[config.mk]
export PLATFORM = sky130hd
export DESIGN_NAME = bridge_window_config_regs
export DESIGN_NICKNAME = d
export VERILOG_FILES = /design/src/window_cfg_pkg.sv /design/src/bridge_window_config_regs.sv /design/src/window_match.sv
export SDC_FILE = /design/constraint.sdc
export NUM_CORES = 1
export LEC_CHECK = 0
export CAP_MARGIN = 20
export CORE_ASPECT_RATIO = 1.25
export CORE_MARGIN = 4
export CORE_UTILIZATION = 55
export CTS_CLUSTER_DIAMETER = 60
export DETAILED_ROUTE_END_ITERATION = 12
export DONT_BUFFER_PORTS = 1
export PLACE_DENSITY_LB_ADDON = 0.05
export SYNTH_ARGS = -nofsm -noshare
export SYNTH_HDL_FRONTEND = slang
export SYNTH_SLANG_ARGS = --single-unit
[constraint.sdc]
create_clock -name aclk -period 6.93 [get_ports aclk]
set_input_delay 0.3465 -clock aclk [delete_from_list [all_inputs] [get_ports aclk]]
set_output_delay 0.3465 -clock aclk [all_outputs]
set_load 0.01 [all_outputs]
[src/window_cfg_pkg.sv]
// ****************************************************************
// Constants of the bridge window register bank
// ****************************************************************
package window_cfg_pkg;

  localparam int ADDR_W = 12;
  localparam int DATA_W = 32;
  localparam int STRB_W = 4;
  localparam int BYTE_W = 8;
  localparam int IDX_W = 8;
  localparam int IDX_LSB = 2;
  localparam int IDX_MSB = 9;
  localparam int MEM_ADDR_W = 64;
  localparam int IO_ADDR_W = 32;

  // Register indices; byte address is four times the index
  localparam logic [IDX_W-1:0] IDX_MEM_BASE = 8'h20;
  localparam logic [IDX_W-1:0] IDX_MEM_LIMIT = 8'h22;
  localparam logic [IDX_W-1:0] IDX_PREF_BASE = 8'h24;
  localparam logic [IDX_W-1:0] IDX_PREF_LIMIT = 8'h26;
  localparam logic [IDX_W-1:0] IDX_PREF_BASE_UP = 8'h28;
  localparam logic [IDX_W-1:0] IDX_PREF_LIMIT_UP = 8'h2C;
  localparam logic [IDX_W-1:0] IDX_IO_BASE_UP = 8'h30;
  localparam logic [IDX_W-1:0] IDX_IO_LIMIT_UP = 8'h32;
  localparam logic [IDX_W-1:0] IDX_CAP_PTR = 8'h34;
  localparam logic [IDX_W-1:0] IDX_RSVD_FIRST = 8'h35;
  localparam logic [IDX_W-1:0] IDX_RSVD_LAST = 8'h37;
  localparam logic [IDX_W-1:0] IDX_EXP_ROM = 8'h38;
  localparam logic [IDX_W-1:0] IDX_INT_LINE = 8'h3C;
  localparam logic [IDX_W-1:0] IDX_INT_PIN = 8'h3D;
  localparam logic [IDX_W-1:0] IDX_MODE = 8'h50;
  localparam logic [IDX_W-1:0] IDX_STATUS = 8'h51;

  // Writable field masks
  localparam logic [DATA_W-1:0] WIN_WR_MASK = 32'h0000FFF0;
  localparam logic [DATA_W-1:0] UP_LO_MASK = 32'h000000FF;
  localparam logic [DATA_W-1:0] UP_EXT_MASK = 32'hFFFFFF00;
  localparam logic [DATA_W-1:0] IO_LO_MASK = 32'h000001FF;
  localparam logic [DATA_W-1:0] IO_EXT_MASK = 32'h0000FE00;
  localparam logic [DATA_W-1:0] INT_LINE_MASK = 32'h000000FF;
  localparam logic [DATA_W-1:0] MODE_MASK = 32'h00000003;
  localparam logic [DATA_W-1:0] ZERO_WORD = 32'h00000000;

  // Read-only values and reset values
  localparam logic [DATA_W-1:0] MEM_ADDR_CAP = 32'h00000000;
  localparam logic [DATA_W-1:0] PREF_ADDR_CAP = 32'h00000001;
  localparam logic [DATA_W-1:0] CAP_PTR_VAL = 32'h00000040;
  localparam logic [DATA_W-1:0] EXP_ROM_VAL = 32'h00000000;
  localparam logic [DATA_W-1:0] INT_PIN_VAL = 32'h00000000;
  localparam logic [DATA_W-1:0] WIN_RST = 32'h00000000;
  localparam logic [DATA_W-1:0] INT_LINE_RST = 32'h000000FF;
  localparam logic [STRB_W-1:0] STRB_ALL = 4'hF;

  // Window granule fill for assembled addresses
  localparam logic [15:0] GRAN_LOW_ZERO = 16'h0000;
  localparam logic [15:0] GRAN_LOW_ONES = 16'hFFFF;
  localparam logic [15:0] GRAN_MID_ONES = 16'h000F;

  localparam int STAT_MEM_HIT = 0;
  localparam int STAT_PREF_HIT = 1;
  localparam int STAT_IO_HIT = 2;
  localparam int STAT_EXT = 3;

  localparam logic [1:0] RESP_OKAY = 2'h0;
  localparam logic [1:0] RESP_DECERR = 2'h3;

  typedef enum logic [1:0] {
    LEGACY_MODE_A = 2'h0,
    EXTENDED_MODE_A = 2'h1,
    EXTENDED_MODE_B = 2'h2
  } mode_e;

  typedef enum logic [1:0] {
    WR_IDLE = 2'b01,
    WR_RESP = 2'b10
  } wr_state_e;

  typedef enum logic [1:0] {
    RD_IDLE = 2'b01,
    RD_DATA = 2'b10
  } rd_state_e;

endpackage : window_cfg_pkg

[src/bridge_window_config_regs.sv]
`timescale 1ns/10ps
`default_nettype none
module bridge_window_config_regs (
  input wire logic aclk,
  input wire logic aresetn,
  input wire logic [window_cfg_pkg::ADDR_W-1:0] awaddr,
  input wire logic awvalid,
  output logic awready,
  input wire logic [window_cfg_pkg::DATA_W-1:0] wdata,
  input wire logic [window_cfg_pkg::STRB_W-1:0] wstrb,
  input wire logic wvalid,
  output logic wready,
  output logic [1:0] bresp,
  output logic bvalid,
  input wire logic bready,
  input wire logic [window_cfg_pkg::ADDR_W-1:0] araddr,
  input wire logic arvalid,
  output logic arready,
  output logic [window_cfg_pkg::DATA_W-1:0] rdata,
  output logic [1:0] rresp,
  output logic rvalid,
  input wire logic rready,
  input wire logic probe_valid,
  input wire logic [window_cfg_pkg::MEM_ADDR_W-1:0] probe_addr,
  input wire logic [window_cfg_pkg::IO_ADDR_W-1:0] probe_io_addr,
  output logic mem_hit,
  output logic prefetch_hit,
  output logic io_hit,
  output logic ext_mode
);
  import window_cfg_pkg::*;

  // ****************************************************************
  // Helper functions
  // ****************************************************************
  function automatic logic [IDX_W:0] decode_idx(input logic [ADDR_W-1:0] a);
    logic ok;
    ok = (a[IDX_LSB-1:0] == '0) && (a[ADDR_W-1:IDX_MSB+1] == '0);
    return {ok, a[IDX_MSB:IDX_LSB]};
  endfunction : decode_idx

  function automatic logic is_mapped(input logic [IDX_W-1:0] idx);
    logic m;
    m = 1'b0;
    case (idx)
      IDX_MEM_BASE, IDX_MEM_LIMIT, IDX_PREF_BASE, IDX_PREF_LIMIT,
      IDX_PREF_BASE_UP, IDX_PREF_LIMIT_UP, IDX_IO_BASE_UP, IDX_IO_LIMIT_UP,
      IDX_CAP_PTR, IDX_EXP_ROM, IDX_INT_LINE, IDX_INT_PIN,
      IDX_MODE, IDX_STATUS: m = 1'b1;
      default: m = (idx >= IDX_RSVD_FIRST) && (idx <= IDX_RSVD_LAST);
    endcase
    return m;
  endfunction : is_mapped

  function automatic logic [DATA_W-1:0] merge_word(
    input logic [DATA_W-1:0] old,
    input logic [DATA_W-1:0] data,
    input logic [STRB_W-1:0] strb,
    input logic [DATA_W-1:0] mask
  );
    logic [DATA_W-1:0] lane;
    lane = '0;
    for (int i = 0; i < STRB_W; i++) begin
      lane[i*BYTE_W +: BYTE_W] = {BYTE_W{strb[i]}};
    end
    return (old & ~(lane & mask)) | (data & lane & mask);
  endfunction : merge_word

  // Base fills the granule with zeros, limit with ones
  function automatic logic [MEM_ADDR_W-1:0] win_addr(
    input logic [DATA_W-1:0] upper,
    input logic [DATA_W-1:0] lower,
    input logic top
  );
    logic [15:0] mid;
    mid = lower[15:0] & WIN_WR_MASK[15:0];
    if (top) begin
      return {upper, mid | GRAN_MID_ONES, GRAN_LOW_ONES};
    end
    return {upper, mid, GRAN_LOW_ZERO};
  endfunction : win_addr

  // ****************************************************************
  // Register storage
  // ****************************************************************
  logic [DATA_W-1:0] mem_window_base_reg;
  logic [DATA_W-1:0] mem_window_limit_reg;
  logic [DATA_W-1:0] prefetch_window_base_reg;
  logic [DATA_W-1:0] prefetch_window_limit_reg;
  logic [DATA_W-1:0] prefetch_base_upper_reg;
  logic [DATA_W-1:0] prefetch_limit_upper_reg;
  logic [DATA_W-1:0] io_base_upper_reg;
  logic [DATA_W-1:0] io_limit_upper_reg;
  logic [DATA_W-1:0] interrupt_line_reg;
  logic [DATA_W-1:0] mode_reg;

  logic [DATA_W-1:0] up_mask;
  logic [DATA_W-1:0] io_dec_mask;

  assign ext_mode = (mode_reg[1:0] == EXTENDED_MODE_A) || (mode_reg[1:0] == EXTENDED_MODE_B);
  assign up_mask = ext_mode ? (UP_LO_MASK | UP_EXT_MASK) : UP_LO_MASK;
  assign io_dec_mask = ext_mode ? (IO_LO_MASK | IO_EXT_MASK) : IO_LO_MASK;

  // ****************************************************************
  // Write channel
  // ****************************************************************
  wr_state_e wr_state_reg;
  logic aw_have_reg;
  logic w_have_reg;
  logic [ADDR_W-1:0] awaddr_reg;
  logic [DATA_W-1:0] wdata_reg;
  logic [STRB_W-1:0] wstrb_reg;
  logic [1:0] bresp_reg;
  logic [IDX_W:0] wr_dec;
  logic [IDX_W-1:0] wr_idx;
  logic wr_do;
  logic wr_ok;

  assign awready = (wr_state_reg == WR_IDLE) && !aw_have_reg;
  assign wready = (wr_state_reg == WR_IDLE) && !w_have_reg;
  assign bvalid = (wr_state_reg == WR_RESP);
  assign bresp = bresp_reg;
  assign wr_dec = decode_idx(awaddr_reg);
  assign wr_idx = wr_dec[IDX_W-1:0];
  assign wr_ok = wr_dec[IDX_W] && is_mapped(wr_idx);
  assign wr_do = (wr_state_reg == WR_IDLE) && aw_have_reg && w_have_reg;

  always_ff @(posedge aclk) begin
    if (!aresetn) begin
      wr_state_reg <= WR_IDLE;
      aw_have_reg <= 1'b0;
      w_have_reg <= 1'b0;
      awaddr_reg <= '0;
      wdata_reg <= '0;
      wstrb_reg <= '0;
      bresp_reg <= RESP_OKAY;
    end else begin
      case (wr_state_reg)
        WR_IDLE: begin
          if (awvalid && awready) begin
            aw_have_reg <= 1'b1;
            awaddr_reg <= awaddr;
          end
          if (wvalid && wready) begin
            w_have_reg <= 1'b1;
            wdata_reg <= wdata;
            wstrb_reg <= wstrb;
          end
          if (wr_do) begin
            aw_have_reg <= 1'b0;
            w_have_reg <= 1'b0;
            bresp_reg <= wr_ok ? RESP_OKAY : RESP_DECERR;
            wr_state_reg <= WR_RESP;
          end
        end
        WR_RESP: begin
          if (bready) begin
            wr_state_reg <= WR_IDLE;
          end
        end
        default: wr_state_reg <= WR_IDLE;
      endcase
    end
  end

  function automatic logic hit_wr(input logic [IDX_W-1:0] idx);
    return wr_do && wr_ok && (wr_idx == idx);
  endfunction : hit_wr

  // ****************************************************************
  // Memory and prefetchable windows
  // ****************************************************************
  always_ff @(posedge aclk) begin
    if (!aresetn) begin
      mem_window_base_reg <= WIN_RST;
      mem_window_limit_reg <= WIN_RST;
    end else begin
      if (hit_wr(IDX_MEM_BASE)) begin
        mem_window_base_reg <= merge_word(mem_window_base_reg, wdata_reg, wstrb_reg,
                                          WIN_WR_MASK);
      end
      if (hit_wr(IDX_MEM_LIMIT)) begin
        mem_window_limit_reg <= merge_word(mem_window_limit_reg, wdata_reg, wstrb_reg,
                                           WIN_WR_MASK);
      end
    end
  end

  always_ff @(posedge aclk) begin
    if (!aresetn) begin
      prefetch_window_base_reg <= WIN_RST;
      prefetch_window_limit_reg <= WIN_RST;
      prefetch_base_upper_reg <= WIN_RST;
      prefetch_limit_upper_reg <= WIN_RST;
    end else begin
      if (hit_wr(IDX_PREF_BASE)) begin
        prefetch_window_base_reg <= merge_word(prefetch_window_base_reg, wdata_reg,
                                               wstrb_reg, WIN_WR_MASK);
      end
      if (hit_wr(IDX_PREF_LIMIT)) begin
        prefetch_window_limit_reg <= merge_word(prefetch_window_limit_reg, wdata_reg,
                                                wstrb_reg, WIN_WR_MASK);
      end
      if (hit_wr(IDX_PREF_BASE_UP)) begin
        prefetch_base_upper_reg <= merge_word(prefetch_base_upper_reg, wdata_reg,
                                              wstrb_reg, up_mask);
      end
      if (hit_wr(IDX_PREF_LIMIT_UP)) begin
        prefetch_limit_upper_reg <= merge_word(prefetch_limit_upper_reg, wdata_reg,
                                               wstrb_reg, up_mask);
      end
    end
  end

  // ****************************************************************
  // I/O window, interrupt line and mode
  // ****************************************************************
  always_ff @(posedge aclk) begin
    if (!aresetn) begin
      io_base_upper_reg <= WIN_RST;
      io_limit_upper_reg <= WIN_RST;
    end else begin
      if (hit_wr(IDX_IO_BASE_UP)) begin
        io_base_upper_reg <= merge_word(io_base_upper_reg, wdata_reg, wstrb_reg,
                                        IO_LO_MASK | IO_EXT_MASK);
      end
      if (hit_wr(IDX_IO_LIMIT_UP)) begin
        io_limit_upper_reg <= merge_word(io_limit_upper_reg, wdata_reg, wstrb_reg,
                                         IO_LO_MASK | IO_EXT_MASK);
      end
    end
  end

  // Interrupt line is scratch storage only
  always_ff @(posedge aclk) begin
    if (!aresetn) begin
      interrupt_line_reg <= INT_LINE_RST;
      mode_reg <= ZERO_WORD;
    end else begin
      if (hit_wr(IDX_INT_LINE)) begin
        interrupt_line_reg <= merge_word(interrupt_line_reg, wdata_reg, wstrb_reg,
                                         INT_LINE_MASK);
      end
      if (hit_wr(IDX_MODE)) begin
        mode_reg <= merge_word(mode_reg, wdata_reg, wstrb_reg, MODE_MASK);
      end
    end
  end

  // ****************************************************************
  // Window decode
  // ****************************************************************
  logic [MEM_ADDR_W-1:0] pref_up_base;
  logic [MEM_ADDR_W-1:0] pref_up_limit;
  logic [IO_ADDR_W-1:0] io_base;
  logic [IO_ADDR_W-1:0] io_limit;

  assign pref_up_base = win_addr(prefetch_base_upper_reg & up_mask, prefetch_window_base_reg,
                                 1'b0);
  assign pref_up_limit = win_addr(prefetch_limit_upper_reg & up_mask,
                                  prefetch_window_limit_reg, 1'b1);
  // Legacy decode forces I/O bits 31:25 to zero on both bounds
  assign io_base = {io_base_upper_reg[15:0] & io_dec_mask[15:0], GRAN_LOW_ZERO};
  assign io_limit = {io_limit_upper_reg[15:0] & io_dec_mask[15:0], GRAN_LOW_ONES};

  window_match #(.WIDTH(MEM_ADDR_W)) mem_cmp (
    .aclk(aclk),
    .aresetn(aresetn),
    .probe_valid(probe_valid),
    .addr(probe_addr),
    .base(win_addr(ZERO_WORD, mem_window_base_reg, 1'b0)),
    .limit(win_addr(ZERO_WORD, mem_window_limit_reg, 1'b1)),
    .hit(mem_hit)
  );

  window_match #(.WIDTH(MEM_ADDR_W)) pref_cmp (
    .aclk(aclk),
    .aresetn(aresetn),
    .probe_valid(probe_valid),
    .addr(probe_addr),
    .base(pref_up_base),
    .limit(pref_up_limit),
    .hit(prefetch_hit)
  );

  window_match #(.WIDTH(IO_ADDR_W)) io_cmp (
    .aclk(aclk),
    .aresetn(aresetn),
    .probe_valid(probe_valid),
    .addr(probe_io_addr),
    .base(io_base),
    .limit(io_limit),
    .hit(io_hit)
  );

  // ****************************************************************
  // Read channel
  // ****************************************************************
  rd_state_e rd_state_reg;
  logic [DATA_W-1:0] rdata_reg;
  logic [DATA_W-1:0] rdata_next;
  logic [1:0] rresp_reg;
  logic [IDX_W-1:0] rd_idx_reg;
  logic [IDX_W:0] rd_dec;

  assign arready = (rd_state_reg == RD_IDLE);
  assign rvalid = (rd_state_reg == RD_DATA);
  assign rdata = rdata_reg;
  assign rresp = rresp_reg;
  assign rd_dec = decode_idx(araddr);

  always_comb begin
    rdata_next = ZERO_WORD;
    case (rd_dec[IDX_W-1:0])
      IDX_MEM_BASE: rdata_next = mem_window_base_reg | MEM_ADDR_CAP;
      IDX_MEM_LIMIT: rdata_next = mem_window_limit_reg | MEM_ADDR_CAP;
      IDX_PREF_BASE: rdata_next = prefetch_window_base_reg | PREF_ADDR_CAP;
      IDX_PREF_LIMIT: rdata_next = prefetch_window_limit_reg | PREF_ADDR_CAP;
      IDX_PREF_BASE_UP: rdata_next = prefetch_base_upper_reg & up_mask;
      IDX_PREF_LIMIT_UP: rdata_next = prefetch_limit_upper_reg & up_mask;
      IDX_IO_BASE_UP: rdata_next = io_base_upper_reg;
      IDX_IO_LIMIT_UP: rdata_next = io_limit_upper_reg;
      IDX_CAP_PTR: rdata_next = CAP_PTR_VAL;
      IDX_EXP_ROM: rdata_next = EXP_ROM_VAL;
      IDX_INT_LINE: rdata_next = interrupt_line_reg;
      IDX_INT_PIN: rdata_next = INT_PIN_VAL;
      IDX_MODE: rdata_next = mode_reg;
      IDX_STATUS: begin
        rdata_next[STAT_MEM_HIT] = mem_hit;
        rdata_next[STAT_PREF_HIT] = prefetch_hit;
        rdata_next[STAT_IO_HIT] = io_hit;
        rdata_next[STAT_EXT] = ext_mode;
      end
      default: rdata_next = ZERO_WORD;
    endcase
    if (!rd_dec[IDX_W]) begin
      rdata_next = ZERO_WORD;
    end
  end

  always_ff @(posedge aclk) begin
    if (!aresetn) begin
      rd_state_reg <= RD_IDLE;
      rdata_reg <= ZERO_WORD;
      rresp_reg <= RESP_OKAY;
      rd_idx_reg <= '0;
    end else begin
      case (rd_state_reg)
        RD_IDLE: begin
          if (arvalid) begin
            rdata_reg <= rdata_next;
            rresp_reg <= (rd_dec[IDX_W] && is_mapped(rd_dec[IDX_W-1:0])) ? RESP_OKAY
                                                                          : RESP_DECERR;
            rd_idx_reg <= rd_dec[IDX_W-1:0];
            rd_state_reg <= RD_DATA;
          end
        end
        RD_DATA: begin
          if (rready) begin
            rd_state_reg <= RD_IDLE;
          end
        end
        default: rd_state_reg <= RD_IDLE;
      endcase
    end
  end

  // ****************************************************************
  // Assertions
  // ****************************************************************
  a_mem_base_write: assert property (@(posedge aclk) disable iff (!aresetn)
    (hit_wr(IDX_MEM_BASE) && wstrb_reg == STRB_ALL)
    |=> mem_window_base_reg == ($past(wdata_reg) & WIN_WR_MASK))
    else $error("memory base did not take written address bits");

  a_mem_low_zero: assert property (@(posedge aclk) disable iff (!aresetn)
    (rvalid && (rd_idx_reg == IDX_MEM_BASE || rd_idx_reg == IDX_MEM_LIMIT))
    |-> rdata[3:0] == 4'h0)
    else $error("memory window low bits not zero");

  a_pref_low_one: assert property (@(posedge aclk) disable iff (!aresetn)
    (rvalid && (rd_idx_reg == IDX_PREF_BASE || rd_idx_reg == IDX_PREF_LIMIT))
    |-> rdata[3:0] == 4'h1)
    else $error("prefetchable low bits not one");

  a_upper_legacy: assert property (@(posedge aclk) disable iff (!aresetn)
    (rvalid && !ext_mode && $stable(ext_mode)
     && (rd_idx_reg == IDX_PREF_BASE_UP || rd_idx_reg == IDX_PREF_LIMIT_UP))
    |-> rdata[31:8] == 24'h000000)
    else $error("upper bits readable in legacy mode");

  a_upper_byte_wr: assert property (@(posedge aclk) disable iff (!aresetn)
    (hit_wr(IDX_PREF_BASE_UP) && wstrb_reg[0])
    |=> prefetch_base_upper_reg[7:0] == $past(wdata_reg[7:0]))
    else $error("upper base byte not written");

  a_io_upper_wr: assert property (@(posedge aclk) disable iff (!aresetn)
    (hit_wr(IDX_IO_LIMIT_UP) && wstrb_reg == STRB_ALL)
    |=> io_limit_upper_reg[8:0] == $past(wdata_reg[8:0]))
    else $error("I/O limit upper bits not written");

  a_cap_pointer: assert property (@(posedge aclk) disable iff (!aresetn)
    (arvalid && arready && rd_dec[IDX_W] && rd_dec[IDX_W-1:0] == IDX_CAP_PTR)
    |=> rvalid && rdata == 32'h00000040 && rresp == RESP_OKAY)
    else $error("capability pointer not 40h");

  a_warm_reset: assert property (@(posedge aclk)
    !aresetn |=> (mem_window_base_reg == '0 && prefetch_limit_upper_reg == '0
                  && io_base_upper_reg == '0 && interrupt_line_reg == 32'h000000FF))
    else $error("field kept value through warm reset");

endmodule : bridge_window_config_regs
`default_nettype wire

[src/window_match.sv]
`timescale 1ns/10ps
`default_nettype none
// ****************************************************************
// Registered inclusive window compare
// ****************************************************************
module window_match #(
  parameter int WIDTH = 64
) (
  input wire logic aclk,
  input wire logic aresetn,
  input wire logic probe_valid,
  input wire logic [WIDTH-1:0] addr,
  input wire logic [WIDTH-1:0] base,
  input wire logic [WIDTH-1:0] limit,
  output logic hit
);
  import window_cfg_pkg::*;

  logic hit_reg;

  always_ff @(posedge aclk) begin
    if (!aresetn) begin
      hit_reg <= 1'b0;
    end else begin
      hit_reg <= probe_valid && (addr >= base) && (addr <= limit);
    end
  end

  assign hit = hit_reg;

  a_hit_inside: assert property (@(posedge aclk) disable iff (!aresetn)
    hit |-> $past(probe_valid) && ($past(addr) >= $past(base)) && ($past(addr) <= $past(limit)))
    else $error("window hit outside base and limit");

  a_miss_inside: assert property (@(posedge aclk) disable iff (!aresetn)
    (probe_valid && addr >= base && addr <= limit) |=> hit)
    else $error("window miss inside base and limit");

endmodule : window_match
`default_nettype wire
### Word level (Yosys, flattened, before mapping)

Index checks and enable logic that the tools add are counted.

* magnitude comparators: 10
* equal/unequal tests: 38
* mux-type cells: 22
* bitwise logic cells: 32
* reductions and logical operators: 48

Operators with widths (number)
* $and 32x32->32: 15
* $pmux 28 s11: 1
* $eq 8x6->1 const B: 24
* $or 32x16->32: 6
* $ge 64x32->1: 1
* $ge 64x64->1: 1
* $le 64x32->1: 1
* $le 64x64->1: 1
* $mux 32: 2
* $not 16->32: 2
* $or 32x32->32: 2
* $pmux 4 s11: 1
* $and 16x16->16: 2
* $eq 8x7->1 const B: 4
* $ge 32x32->1: 1
* $le 32x32->1: 1
* $not 2->32: 1
* $not 32->32: 1
* $not 8->32: 1
* $or 32x2->32: 1
* $or 32x8->32: 1
* $logic_and 1x1->1: 29
* $reduce_or 14->1: 2
* $ge 8x6->1 const B: 2
* 14 further kinds: 47

* flip-flop bits (word level): 413
* output and inout bits: 45
* word-level logic and storage cells: 173

### Longest topological paths before layout

Gate-level depths: netlist (run 1).

* word-level depth: 8
* mapped depth: 11

### Cells and area by module

A second synthesis (run 1) with hierarchy kept.

* cells, all modules: 2381
* area, all modules: 18783.0 um2

Modules (own cells, without submodules)
* bridge_window_config_regs: instances 1, cells each 1232, area each 10671.5 um2, seq. area each 4844.6 um2
* window_match (mem_cmp ...): instances 2, cells each 462, area each 3234.4 um2, seq. area each 20.0 um2
* window_match (io_cmp): instances 1, cells each 225, area each 1642.8 um2, seq. area each 20.0 um2

### Least setup slack after synthesis (run 1)

OpenSTA, ideal clock, no wires.

* kind: register to register
* start: reg with a tool-made name
* end: reg io_cmp.hit_reg (netlist: io_cmp.hit)
* data arrival time: 2.762 ns
* required time: 6.860 ns
* path slack: 4.098 ns
* stages on the path, launching flop included: 12
* path buffers: 2
* path through: dfxtp_1 -> xor2_1 -> clkbuf_1 -> clkbuf_1 -> nand2_1 -> ha_1 -> a21o_1 -> a21o_1 -> a2111oi_0 -> o21bai_1 -> a221o_1 -> a21oi_1

RTL lines
* to (signal assigned): line window_match.sv:25 `hit_reg <= probe_valid && (addr >= base) && (addr <= limit);`
* to (decl): line window_match.sv:19 `logic hit_reg;`

==> results of run 1 <==
[placed cells by master (no fill, tap or decap), types with 11 or more instances in the layout]
master,n
a21o_1,27
a21oi_1,118
a22oi_1,43
and2_1,21
buf_4,11
clkbuf_16,27
dfxtp_1,245
dlygate4sd3_1,49
ha_1,144
inv_1,93
mux2i_1,153
nand2_1,244
nand3_1,30
nand4_1,44
nor2_1,175
nor2b_1,13
nor3_1,15
nor4_1,20
o21ai_0,30
o21ai_1,20
[timing repair]
item                                    4_1_cts  5_1_grt
endpoints found under the setup margin        0        0
hold buffers                                 49        0
hold endpoints to repair                     74        0
[worst paths after layout]
path / from / to / cells past startpoint
worst max-delay path: flop / pref_cmp.hit$_SDFF_PN0_ / 10
worst min-delay path: rready / rd_state_reg[1]$_SDFFE_PN0P_ / 3
worst max register to register: flop / pref_cmp.hit$_SDFF_PN0_ / 10
worst min register to register: awaddr_reg[11]$_SDFFE_PN0P_ / awaddr_reg[11]$_SDFFE_PN0P_ / 2
[synth_stat cells (6+ instances only)]
library cell  number
nor3_1            16
nand2_1          244
a22oi_1           43
nand3_1           30
o21a_1             8
nor4_1            21
a222oi_1          10
mux2i_1          153
a21o_1            27
o21ai_1           20
nor2b_1           13
a211oi_1           6
ha_1             144
a21oi_1          118
a221oi_1           6
nand2b_1           7
inv_1             93
dfxtp_1          245
buf_2              7
and2_1            21
nor2_1           175
nand4_1           44
o21ai_0           30
and4_1             6
clkbuf_1          67
[metal layers]
layer | vias to the layer above | GRT usage, % | share of wire [%]
met1 | 5735 | 35.37 | 40
met5 | - | 0 | 0
met3 | 67 | 5.433 | 7.2
li1 | 5840 | - | -
met4 | 0 | 10.29 | 3.6
met2 | 418 | 53.24 | 50
[metrics by stage]
stage / worst slack (ps) / cell area, µm²
2_1_floorplan: 4098 / 13760
3_3_place_gp: 3376 / 13940
3_5_place_dp: 3302 / 13950
4_1_cts: 3261 / 15450
5_1_grt: 2937 / 15460
6_report: 3208 / 15460
[layout make-up]
class,instances,share of cell area [%]
multi-input combinational,1221,52.99
sequential,245,31.72
clock buffer,30,4.572
timing repair buffer,61,3.779
tap,330,2.670
inverter,94,2.314
clock inverter,18,1.958
[cells by family after synthesis]
| kind of cell | count (synthesis) | share of synthesized area (%) |
|---|---|---|
| adder cells (fa/ha/maj) | 144 | 13.10 |
| flip-flops | 245 | 35.65 |
| buffers and inverters | 177 | 5.002 |
| XOR/XNOR | 2 | 0.1274 |
| multiplexers | 153 | 11.13 |
| AND/OR/NAND/NOR | 614 | 20.72 |
| AO/OA/AOI/OAI | 308 | 14.27 |
[critical path, cell delays in order, from the launching register on]
cell and delay, ps:
dfxtp_1 450, xor2_4 460, buf_4 580, nand2_1 170, ha_1 320, nand4_1 130
nor4_1 600, nand4_1 240, a211oi_1 330, a211oi_1 80, a22oi_1 210
[power by group through the flow]
| stage | registers [µW] | logic [µW] | clock network (µW) |
|---|---|---|---|
| final | 1470 | 251 | 1630 |
| after floorplan | 1480 | 186 | 0 |
| after global routing | 1480 | 283 | 1710 |
| after detailed placement | 1500 | 222 | 0 |
| after global placement | 1500 | 217 | 0 |
| after CTS | 1470 | 248 | 1650 |
==> impl_metrics.json, run 1 <==
{
  "crit_type": "reg -> reg",
  "cts_tree": "built",
  "synth-edff-count": 0,
  "die_y_um": 184.8,
  "ys_seq_area_share_pct": 35.65,
  "switchingPower_uw": 789.2,
  "status": "complete, no violations",
  "setup_violations": 0,
  "dp.cells": 1901,
  "critical_path_required_ps": 7390,
  "instances_no_fill": 1999,
  "fin_skew_ps": 12.48,
  "cts_resized": 0,
  "drt_iter0_markers": 857,
  "nets": 1957,
  "grt_pass1_wl_mm": 64.84,
  "core_um2": 24580,
  "synth_top_area_share_pct": 35.65,
  "initial_utilization_pct": 55.96,
  "ys.flop_type": "dfxtp_1",
  "antenna_found_initial": 0,
  "synth_largest_area_cell": "dfxtp_1",
  "synthArstFlopShare_pct": 0,
  "fin_util_pct": 62.90,
  "die_x_um": 149.5,
  "hp-class": "in -> reg",
  "crit_fanout": 52,
  "min_period_over_period_pct": 53.70,
  "cts.sinks": 245,
  "seq_power_share_pct": 43.9,
  "timing.slew.headroom_pct": 20.72,
  "power_per_cell_area_nw_per_um2": 217.0,
  "worst_slew_pin_slew_ps": 1174,
  "synthTopCellsByArea": "dfxtp_1 (36%), ha_1 (13%), mux2i_1 (11%)",
  "routed_wl_mm": 41.99,
  "drc": 0,
  "cts_made_buffers": 26,
  "clockPowerShare_pct": 48.6,
  "worst_setup_path_end_kind": "flop",
  "grt-ovfl-total": 0,
  "post_cts_buffers": 0,
  "cts_root_buf": "clkbuf_16",
  "clk_pin_slew_ps": 70,
  "switching_share_pct": 23.51,
  "synth_cell_types": 65,
  "synth-seq-cells": 245,
  "cts-htree-levels": 1,
  "synthToLayoutAreaGrowth_pct": 12.41,
  "ios": 209,
  "antenna-diode-count": 0,
  "r2r_setup_slack_ps": 3210,
  "die_area_um2": 27620,
  "dp_hpwl_mm": 31.63,
  "grt_util_all_layers_pct": 29.60,
  "synth_area_um2": 13760,
  "start_kind": "flop",
  "peakVddDrop_mv": 0.2130,
  "leakage_uw": 0.006337,
  "gp_congestion": 0.9757,
  "clock_path_buffers": 3,
  "port-buffer-count": 0,
  "fp-row-count": 64,
  "max_freq_mhz": 268.7,
  "syn_nets": 1951,
  "whs_ps": 22.98,
  "tns_ps": 0,
  "syn_area_per_cell_um2": 8.373,
  "vias": 12060,
  "yosysWarnings": 0,
  "drt_pass1_iterations": 5,
  "p_int_uw": 2567,
  "fillCellCount": 2186,
  "combPwrFrac_pct": 7.5,
  "post-route-min-period_ps": 3722,
  "rsz0062_at_grt": "no",
  "vias_per_cell": 6.033,
  "netlist_instances": 1643,
  "clock_latency_ps": 540,
  "wl_per_cell_um": 21.00,
  "max-cap-violations": 0,
  "total_power_uw": 3356,
  "seq_area_um2": 4905,
  "multi_input_area_um2": 8194,
  "cp.arrival_ps": 4180,
  "drive_gt1_share_pct": 4.673,
  "finalHoldViolCount": 0,
  "maxSlewViolCount": 0,
  "grt_pass1_vias": 11980,
  "postRouteAntennaNets": 0,
  "grt_max_degree": 112
}
Note: power is estimated with default switching activity, not from simulation.
==> run 2, diff against run 1 <==
--- a/config.mk
+++ b/config.mk
@@ -5,6 +5,7 @@
 export SDC_FILE = /design/constraint.sdc
 export NUM_CORES = 1
 export LEC_CHECK = 0
+export ABC_AREA = 1
 export CAP_MARGIN = 20
 export CORE_ASPECT_RATIO = 1.25
 export CORE_MARGIN = 4
==> constraint.sdc (replaced) <==
create_clock -name aclk -period 3.7 [get_ports aclk]
set_input_delay 0.185 -clock aclk [delete_from_list [all_inputs] [get_ports aclk]]
set_output_delay 0.185 -clock aclk [all_outputs]
set_load 0.01 [all_outputs]
==> impl_metrics.json, run 2 <==
{
  "die_x_um": 156.4,
  "fillCellCount": 2650,
  "seq_area_um2": 4905,
  "gr-usage-met2_pct": 52.36,
  "vias_per_cell": 5.425,
  "wl_per_cell_um": 17.73,
  "cts_tree": "built",
  "tns_ps": 0,
  "initial_utilization_pct": 56.09,
  "ios": 209,
  "fp-row-count": 67,
  "clk_pin_slew_ps": 60,
  "peakVddDrop_mv": 0.3947,
  "synth_mux_area_share_pct": 0,
  "critical_path_required_ps": 4170,
  "grt_util_all_layers_pct": 31.03,
  "p_int_uw": 4498,
  "layout_common_cells": "nand2_1 (624), nor2_1 (524), dfxtp_1 (245), inv_1 (236), ha_1 (144)",
  "nets": 2648,
  "path_cells": "inv_1 > nand2_1 > nand2_1 > inv_2 > buf_4 > buf_4 > nand2_1 > ha_1 > a21oi_1 > o21a_1 > o211ai_1 > o21ai_0 > nand2_1 > nor2_1",
  "die_area_um2": 30260,
  "yosys.area_share.adder_pct": 11.90,
  "start_kind": "flop",
  "die_y_um": 193.5,
  "synth_xor_area_share_pct": 0,
  "status": "complete, no violations",
  "clockPowerShare_pct": 44.5,
  "multi_input_area_um2": 8835,
  "met1_usage_pct": 38.50,
  "finalHoldViolCount": 0,
  "switching_share_pct": 26.07,
  "combPwrFrac_pct": 9.3,
  "ys.flop_type": "dfxtp_1",
  "synth-seq-cells": 245,
  "grt_pass1_vias": 14050,
  "r2r_setup_slack_ps": 720,
  "drive_gt1_share_pct": 3.822,
  "postRouteAntennaNets": 0,
  "maxSlewViolCount": 0,
  "synth-edff-count": 0,
  "cts_resized": 0,
  "busiest_layer": "met2",
  "synth_cell_types": 41,
  "grt_util_met3_pct": 6.392,
  "crit_fanout": 39,
  "worst_setup_path_end_kind": "flop",
  "post-route-min-period_ps": 2977,
  "worst_slew_pin_slew_ps": 937.6,
  "ys_seq_area_share_pct": 32.39,
  "dp.cells": 2600,
  "leakage_uw": 0.008129,
  "synth_compound_area_share_pct": 8.950,
  "clock_latency_ps": 560,
  "netlist_instances": 2338,
  "dp_hpwl_mm": 35.71,
  "switchingPower_uw": 1586,
  "rsz0062_at_grt": "no",
  "vias": 14650,
  "synth_simple_gate_area_share_pct": 37.46,
  "crit_type": "reg -> reg",
  "worst-path-buf-inv": 4,
  "gp_congestion": 0.9724,
  "power_per_cell_area_nw_per_um2": 366.0,
  "syn_nets": 2646,
  "antenna-diode-count": 0,
  "cts_root_buf": "clkbuf_16",
  "grt_max_degree": 207,
  "port-buffer-count": 0,
  "synth_largest_area_cell": "dfxtp_1",
  "cpMostUsedCell": "nand2_1",
  "yosysWarnings": 0,
  "cts-htree-levels": 1,
  "setup_violations": 0,
  "max_freq_mhz": 335.9,
  "grt_pass1_wl_mm": 75.34,
  "synthToLayoutAreaGrowth_pct": 9.784,
  "fin_skew_ps": 21.40,
  "path_delay_family": "buffers and inverters",
  "drt_iter0_markers": 1031,
  "hp-class": "in -> reg",
  "routed_wl_mm": 47.87,
  "drt_pass1_iterations": 5,
  "grt-ovfl-total": 0,
  "synth.top_cells.by_count": "nand2_1 (624), nor2_1 (524), dfxtp_1 (245), inv_1 (237), ha_1 (144)",
  "max_stage_delay_ps": 510,
  "synth_top_area_share_pct": 32.39,
  "clock_path_buffers": 3,
  "synthTopCellsByArea": "dfxtp_1 (32%), nand2_1 (15%), nor2_1 (13%)",
  "cts.sinks": 245,
  "core_um2": 26990,
  "syn_area_per_cell_um2": 6.476,
  "min_period_over_period_pct": 80.45,
  "cpMaxStageDelayCell": "inv_2",
  "seq_power_share_pct": 46.2,
  "synthArstFlopShare_pct": 0,
  "yosysMostFrequentCell": "nand2_1",
  "cp.arrival_ps": 3450,
  "antenna_found_initial": 0,
  "final_common_cell": "nand2_1",
  "drc": 0,
  "max-cap-violations": 0,
  "instances_no_fill": 2700,
  "timing.slew.headroom_pct": 37.26,
  "synth_top_family_by_area": "simple AND/OR/NAND/NOR gates",
  "cts_made_buffers": 28,
  "synth_area_um2": 15140
}
## run 2: worst register-to-register path: stages, from the launching register on
cell      delay (ps)
dfxtp_1          350
inv_1             60
nand2_1           60
nand2_1          150
inv_2            510
buf_4            350
buf_4            280
nand2_1           90
ha_1             300
a21oi_1          170
o21a_1           160
o211ai_1          80
o21ai_0          170
nand2_1           60
nor2_1           100
## run 2: power by group through the flow
stage	clock network, µW	logic [µW]	registers [µW]
global placement	0	466	2870
CTS	2750	562	2810
floorplan	0	446	2790
detailed placement	0	479	2870
finish	2710	564	2810
global route	2860	645	2820
## run 2: cell families (layout without fill, tap and decap cells)
group	count (synthesis)	after routing
simple gates	1354	1354
fa+ha+maj	144	144
buf+inv	336	353
compound gates	259	259
flops	245	245
## run 2: worst paths after layout
path	from	endpoint	depth (start not counted)
max reg2reg	flop	io_cmp.hit$_SDFF_PN0_	14
min	araddr[2]	rresp[0]$_SDFFE_PN0P_	5
max	flop	io_cmp.hit$_SDFF_PN0_	14
min reg2reg	flop	flop	2
## run 2: timing repair
item | in CTS | in global routing
hold buffers | 55 | 0
hold endpoints to repair | 221 | 0
setup endpoints to repair | 0 | 0
setup buffers | 0 | 0
## run 2: routing by layer
layer	vias to the layer above	part of all wire [%]
met2	491	47
met5	-	0
li1	7425	-
met1	6626	40
met3	105	8.4
met4	0	4.7
## run 2: final cells by class
type / instances / share of cell area (%)
Timing Repair Buffer: 68 / 4.005
Sequential cell: 245 / 29.51
Multi-Input combinational cell: 1757 / 53.15
Clock inverter: 9 / 0.6850
Tap cell: 345 / 2.597
Inverter: 240 / 5.420
Clock buffer: 36 / 4.637
## run 2: through the flow
step | power (µW) | hold slack [ps] | utilization (%) | setup slack (ps) | area, µm²
after CTS | 6116 | 3.131 | 61.58 | 790.3 | 16620
after detailed placement | 3346 | 319.8 | 56.20 | 814.5 | 15170
after floorplan | 3235 | 325.8 | - | 1306 | 15140
final | 6084 | 27.59 | 61.58 | 723.3 | 16620
after global placement | 3332 | 313.8 | 56.20 | 902.7 | 15170
after global routing | 6317 | 38.72 | 61.58 | 352.0 | 16620
==> run 3, diff against run 2 <==
--- a/config.mk
+++ b/config.mk
@@ -5,7 +5,7 @@
 export SDC_FILE = /design/constraint.sdc
 export NUM_CORES = 1
 export LEC_CHECK = 0
-export ABC_AREA = 1
+export ABC_AREA = 0
 export CAP_MARGIN = 20
 export CORE_ASPECT_RATIO = 1.25
 export CORE_MARGIN = 4
==> constraint.sdc (replaced) <==
create_clock -name aclk -period 2.45 [get_ports aclk]
set_input_delay 0.1225 -clock aclk [delete_from_list [all_inputs] [get_ports aclk]]
set_output_delay 0.1225 -clock aclk [all_outputs]
set_load 0.01 [all_outputs]
==> impl_metrics.json, run 3 (synthesized netlist as in run 1, its figures left out) <==
{
  "status": "finished with violations",
  "failed_checks": "negative setup slack",
  "post-place-ws_ps": -102.0,
  "switching_share_pct": 24.48,
  "die_y_um": 184.8,
  "cts_made_buffers": 26,
  "fp-row-count": 64,
  "drc": 0,
  "hold_depth": 5,
  "core_um2": 24580,
  "ios": 209,
  "clock_latency_ps": 540,
  "maxSlewViolCount": 0,
  "start_kind": "flop",
  "cts-htree-levels": 1,
  "grt-ovfl-total": 0,
  "nets": 2022,
  "die_x_um": 149.5,
  "clockPowerShare_pct": 46.8,
  "fin_skew_ps": 16.67,
  "vias": 12350,
  "crit_type": "reg -> reg",
  "postRouteAntennaNets": 0,
  "r2r_cells": 11,
  "die_area_um2": 27620,
  "min_period_over_period_pct": 104.7,
  "grt_pass1_wl_mm": 65.39,
  "clock_path_buffers": 3,
  "initial_utilization_pct": 55.96,
  "port-buffer-count": 0,
  "r2r_end": "pref_cmp.hit$_SDFF_PN0_",
  "crit_fanout": 5,
  "finalHoldViolCount": 0,
  "cp.arrival_ps": 2970,
  "timing.slew.headroom_pct": 28.79,
  "grt_max_degree": 76,
  "total_power_uw": 9257,
  "cts.sinks": 245,
  "combPwrFrac_pct": 8.3,
  "power_per_cell_area_nw_per_um2": 566.9,
  "routed_wl_mm": 43.02,
  "wl_per_cell_um": 20.81,
  "layout_common_cells": "dfxtp_1 (243), nand2_1 (240), nor2_1 (175), mux2i_1 (153), ha_1 (137)",
  "setup_violations": 2,
  "vias_per_cell": 5.972,
  "switchingPower_uw": 2266,
  "fin_ws_ps": -116.2,
  "worst_setup_path_end_kind": "flop",
  "synthToLayoutAreaGrowth_pct": 18.71,
  "peakVddDrop_mv": 0.6610,
  "drt_iter0_markers": 716,
  "p_int_uw": 6991,
  "drive_gt1_share_pct": 8.708,
  "r2r_setup_slack_ps": -120,
  "worst_slew_pin_slew_ps": 1054,
  "antenna_found_initial": 3,
  "leakage_uw": 0.006732,
  "hp-start": "probe_addr[31]",
  "clk_pin_slew_ps": 70,
  "max_freq_mhz": 389.7,
  "drt_pass1_iterations": 9,
  "grt_util_all_layers_pct": 30.10,
  "post-route-min-period_ps": 2566,
  "max-cap-violations": 0,
  "hp-class": "in -> reg",
  "seq_power_share_pct": 45.0,
  "grt_pass1_vias": 12130,
  "dp_hpwl_mm": 32.51,
  "cts_root_buf": "clkbuf_16",
  "fin_util_pct": 66.43,
  "final_common_cell": "dfxtp_1",
  "cts_tree": "built",
  "gp_congestion": 0.9191,
  "whs_endpoint": "mem_cmp.hit$_SDFF_PN0_",
  "rsz0062_at_grt": "yes",
  "critical_path_required_ps": 2860
}
## run 3: changes by cell type in the layout (fill, tap and decap cells not counted), moves of 19 or more
| cell | delta |
|---|---|
| buf_4 | +32 |
| nand2_1 | -384 |
| and2_1 | +19 |
| a22oi_1 | +43 |
| o21ai_1 | +25 |
| inv_1 | -143 |
| o21ai_0 | -88 |
| a21o_1 | +26 |
| mux2i_1 | +153 |
| nor2_1 | -349 |
| nand3_1 | -74 |
## run 3: cell type report
type	instances	area, µm²
multi-input cells	1221	8379
fillers	2102	8253
flip-flops and latches	245	4912
repair buffers	126	1305
clock buffers	33	748.2
well taps	330	412.9
inverters	94	357.8
clock inverters	15	207.7
diodes	3	7.507
## run 3: timing repair
item                                   CTS  global route
pin swaps                                4            16
gates resized for setup                  8            30
setup buffers                            1             3
setup endpoints to repair                1            33
endpoints found under the hold margin  133             0
hold buffers                            66             0
cloned                                   1             4
## run 3: layer usage
metal  wire length, µm  track usage, %  vias to the layer above
li1                  -               -                     5967
met1             16730           35.61                     5850
met2             20900           52.74                      414
met3              2956           5.311                      114
met4              2435           14.47                        0
met5                 0               0                        -
## run 3: worst max-delay path: stages, from the launching register on
cell and delay [ps]:
dfxtp_4 360, xor2_4 180, buf_12 150, clkbuf_16 150, nand2_1 60, ha_1 280, a2111oi_0 350, o21ai_0 170
a31oi_1 240, o221ai_2 130, a211oi_1 230, a22oi_1 120
## run 3: metrics by stage
stage / instance area, µm² / hold WS (ps) / std cells / TNS [ps]
6_report: 16330 / 20.67 / 2067 / -157.7
5_1_grt: 16330 / 48.64 / 2067 / -323.6
4_1_cts: 16040 / 3.037 / 2058 / -74.25
3_5_place_dp: 14350 / 196.1 / 1942 / -102.0
3_3_place_gp: 14350 / 192.0 / 1942 / -36.30
2_1_floorplan: 13800 / 258.5 / 1643 / 0
## run 3: power groups by stage
stage / sequential, µW / combinational [µW] / clock [µW]
after detailed placement: 4250 / 643 / 0
after CTS: 4160 / 737 / 4390
after global placement: 4250 / 628 / 0
after global routing: 4170 / 861 / 4540
after floorplan: 4180 / 528 / 0
final: 4160 / 766 / 4330
## run 3: how the worst max path moves through the flow
stage / startpoint / endpoint / slack [ps] / cells past startpoint
after floorplan: flop / io_cmp.hit$_SDFF_PN0_ / 30 / 11
after global placement: flop / pref_cmp.hit$_SDFF_PN0_ / -40 / 10
after detailed placement: flop / pref_cmp.hit$_SDFF_PN0_ / -100 / 10
after CTS: flop / pref_cmp.hit$_SDFF_PN0_ / -50 / 11
after global routing: flop / pref_cmp.hit$_SDFF_PN0_ / -220 / 12
final: flop / pref_cmp.hit$_SDFF_PN0_ / -120 / 11
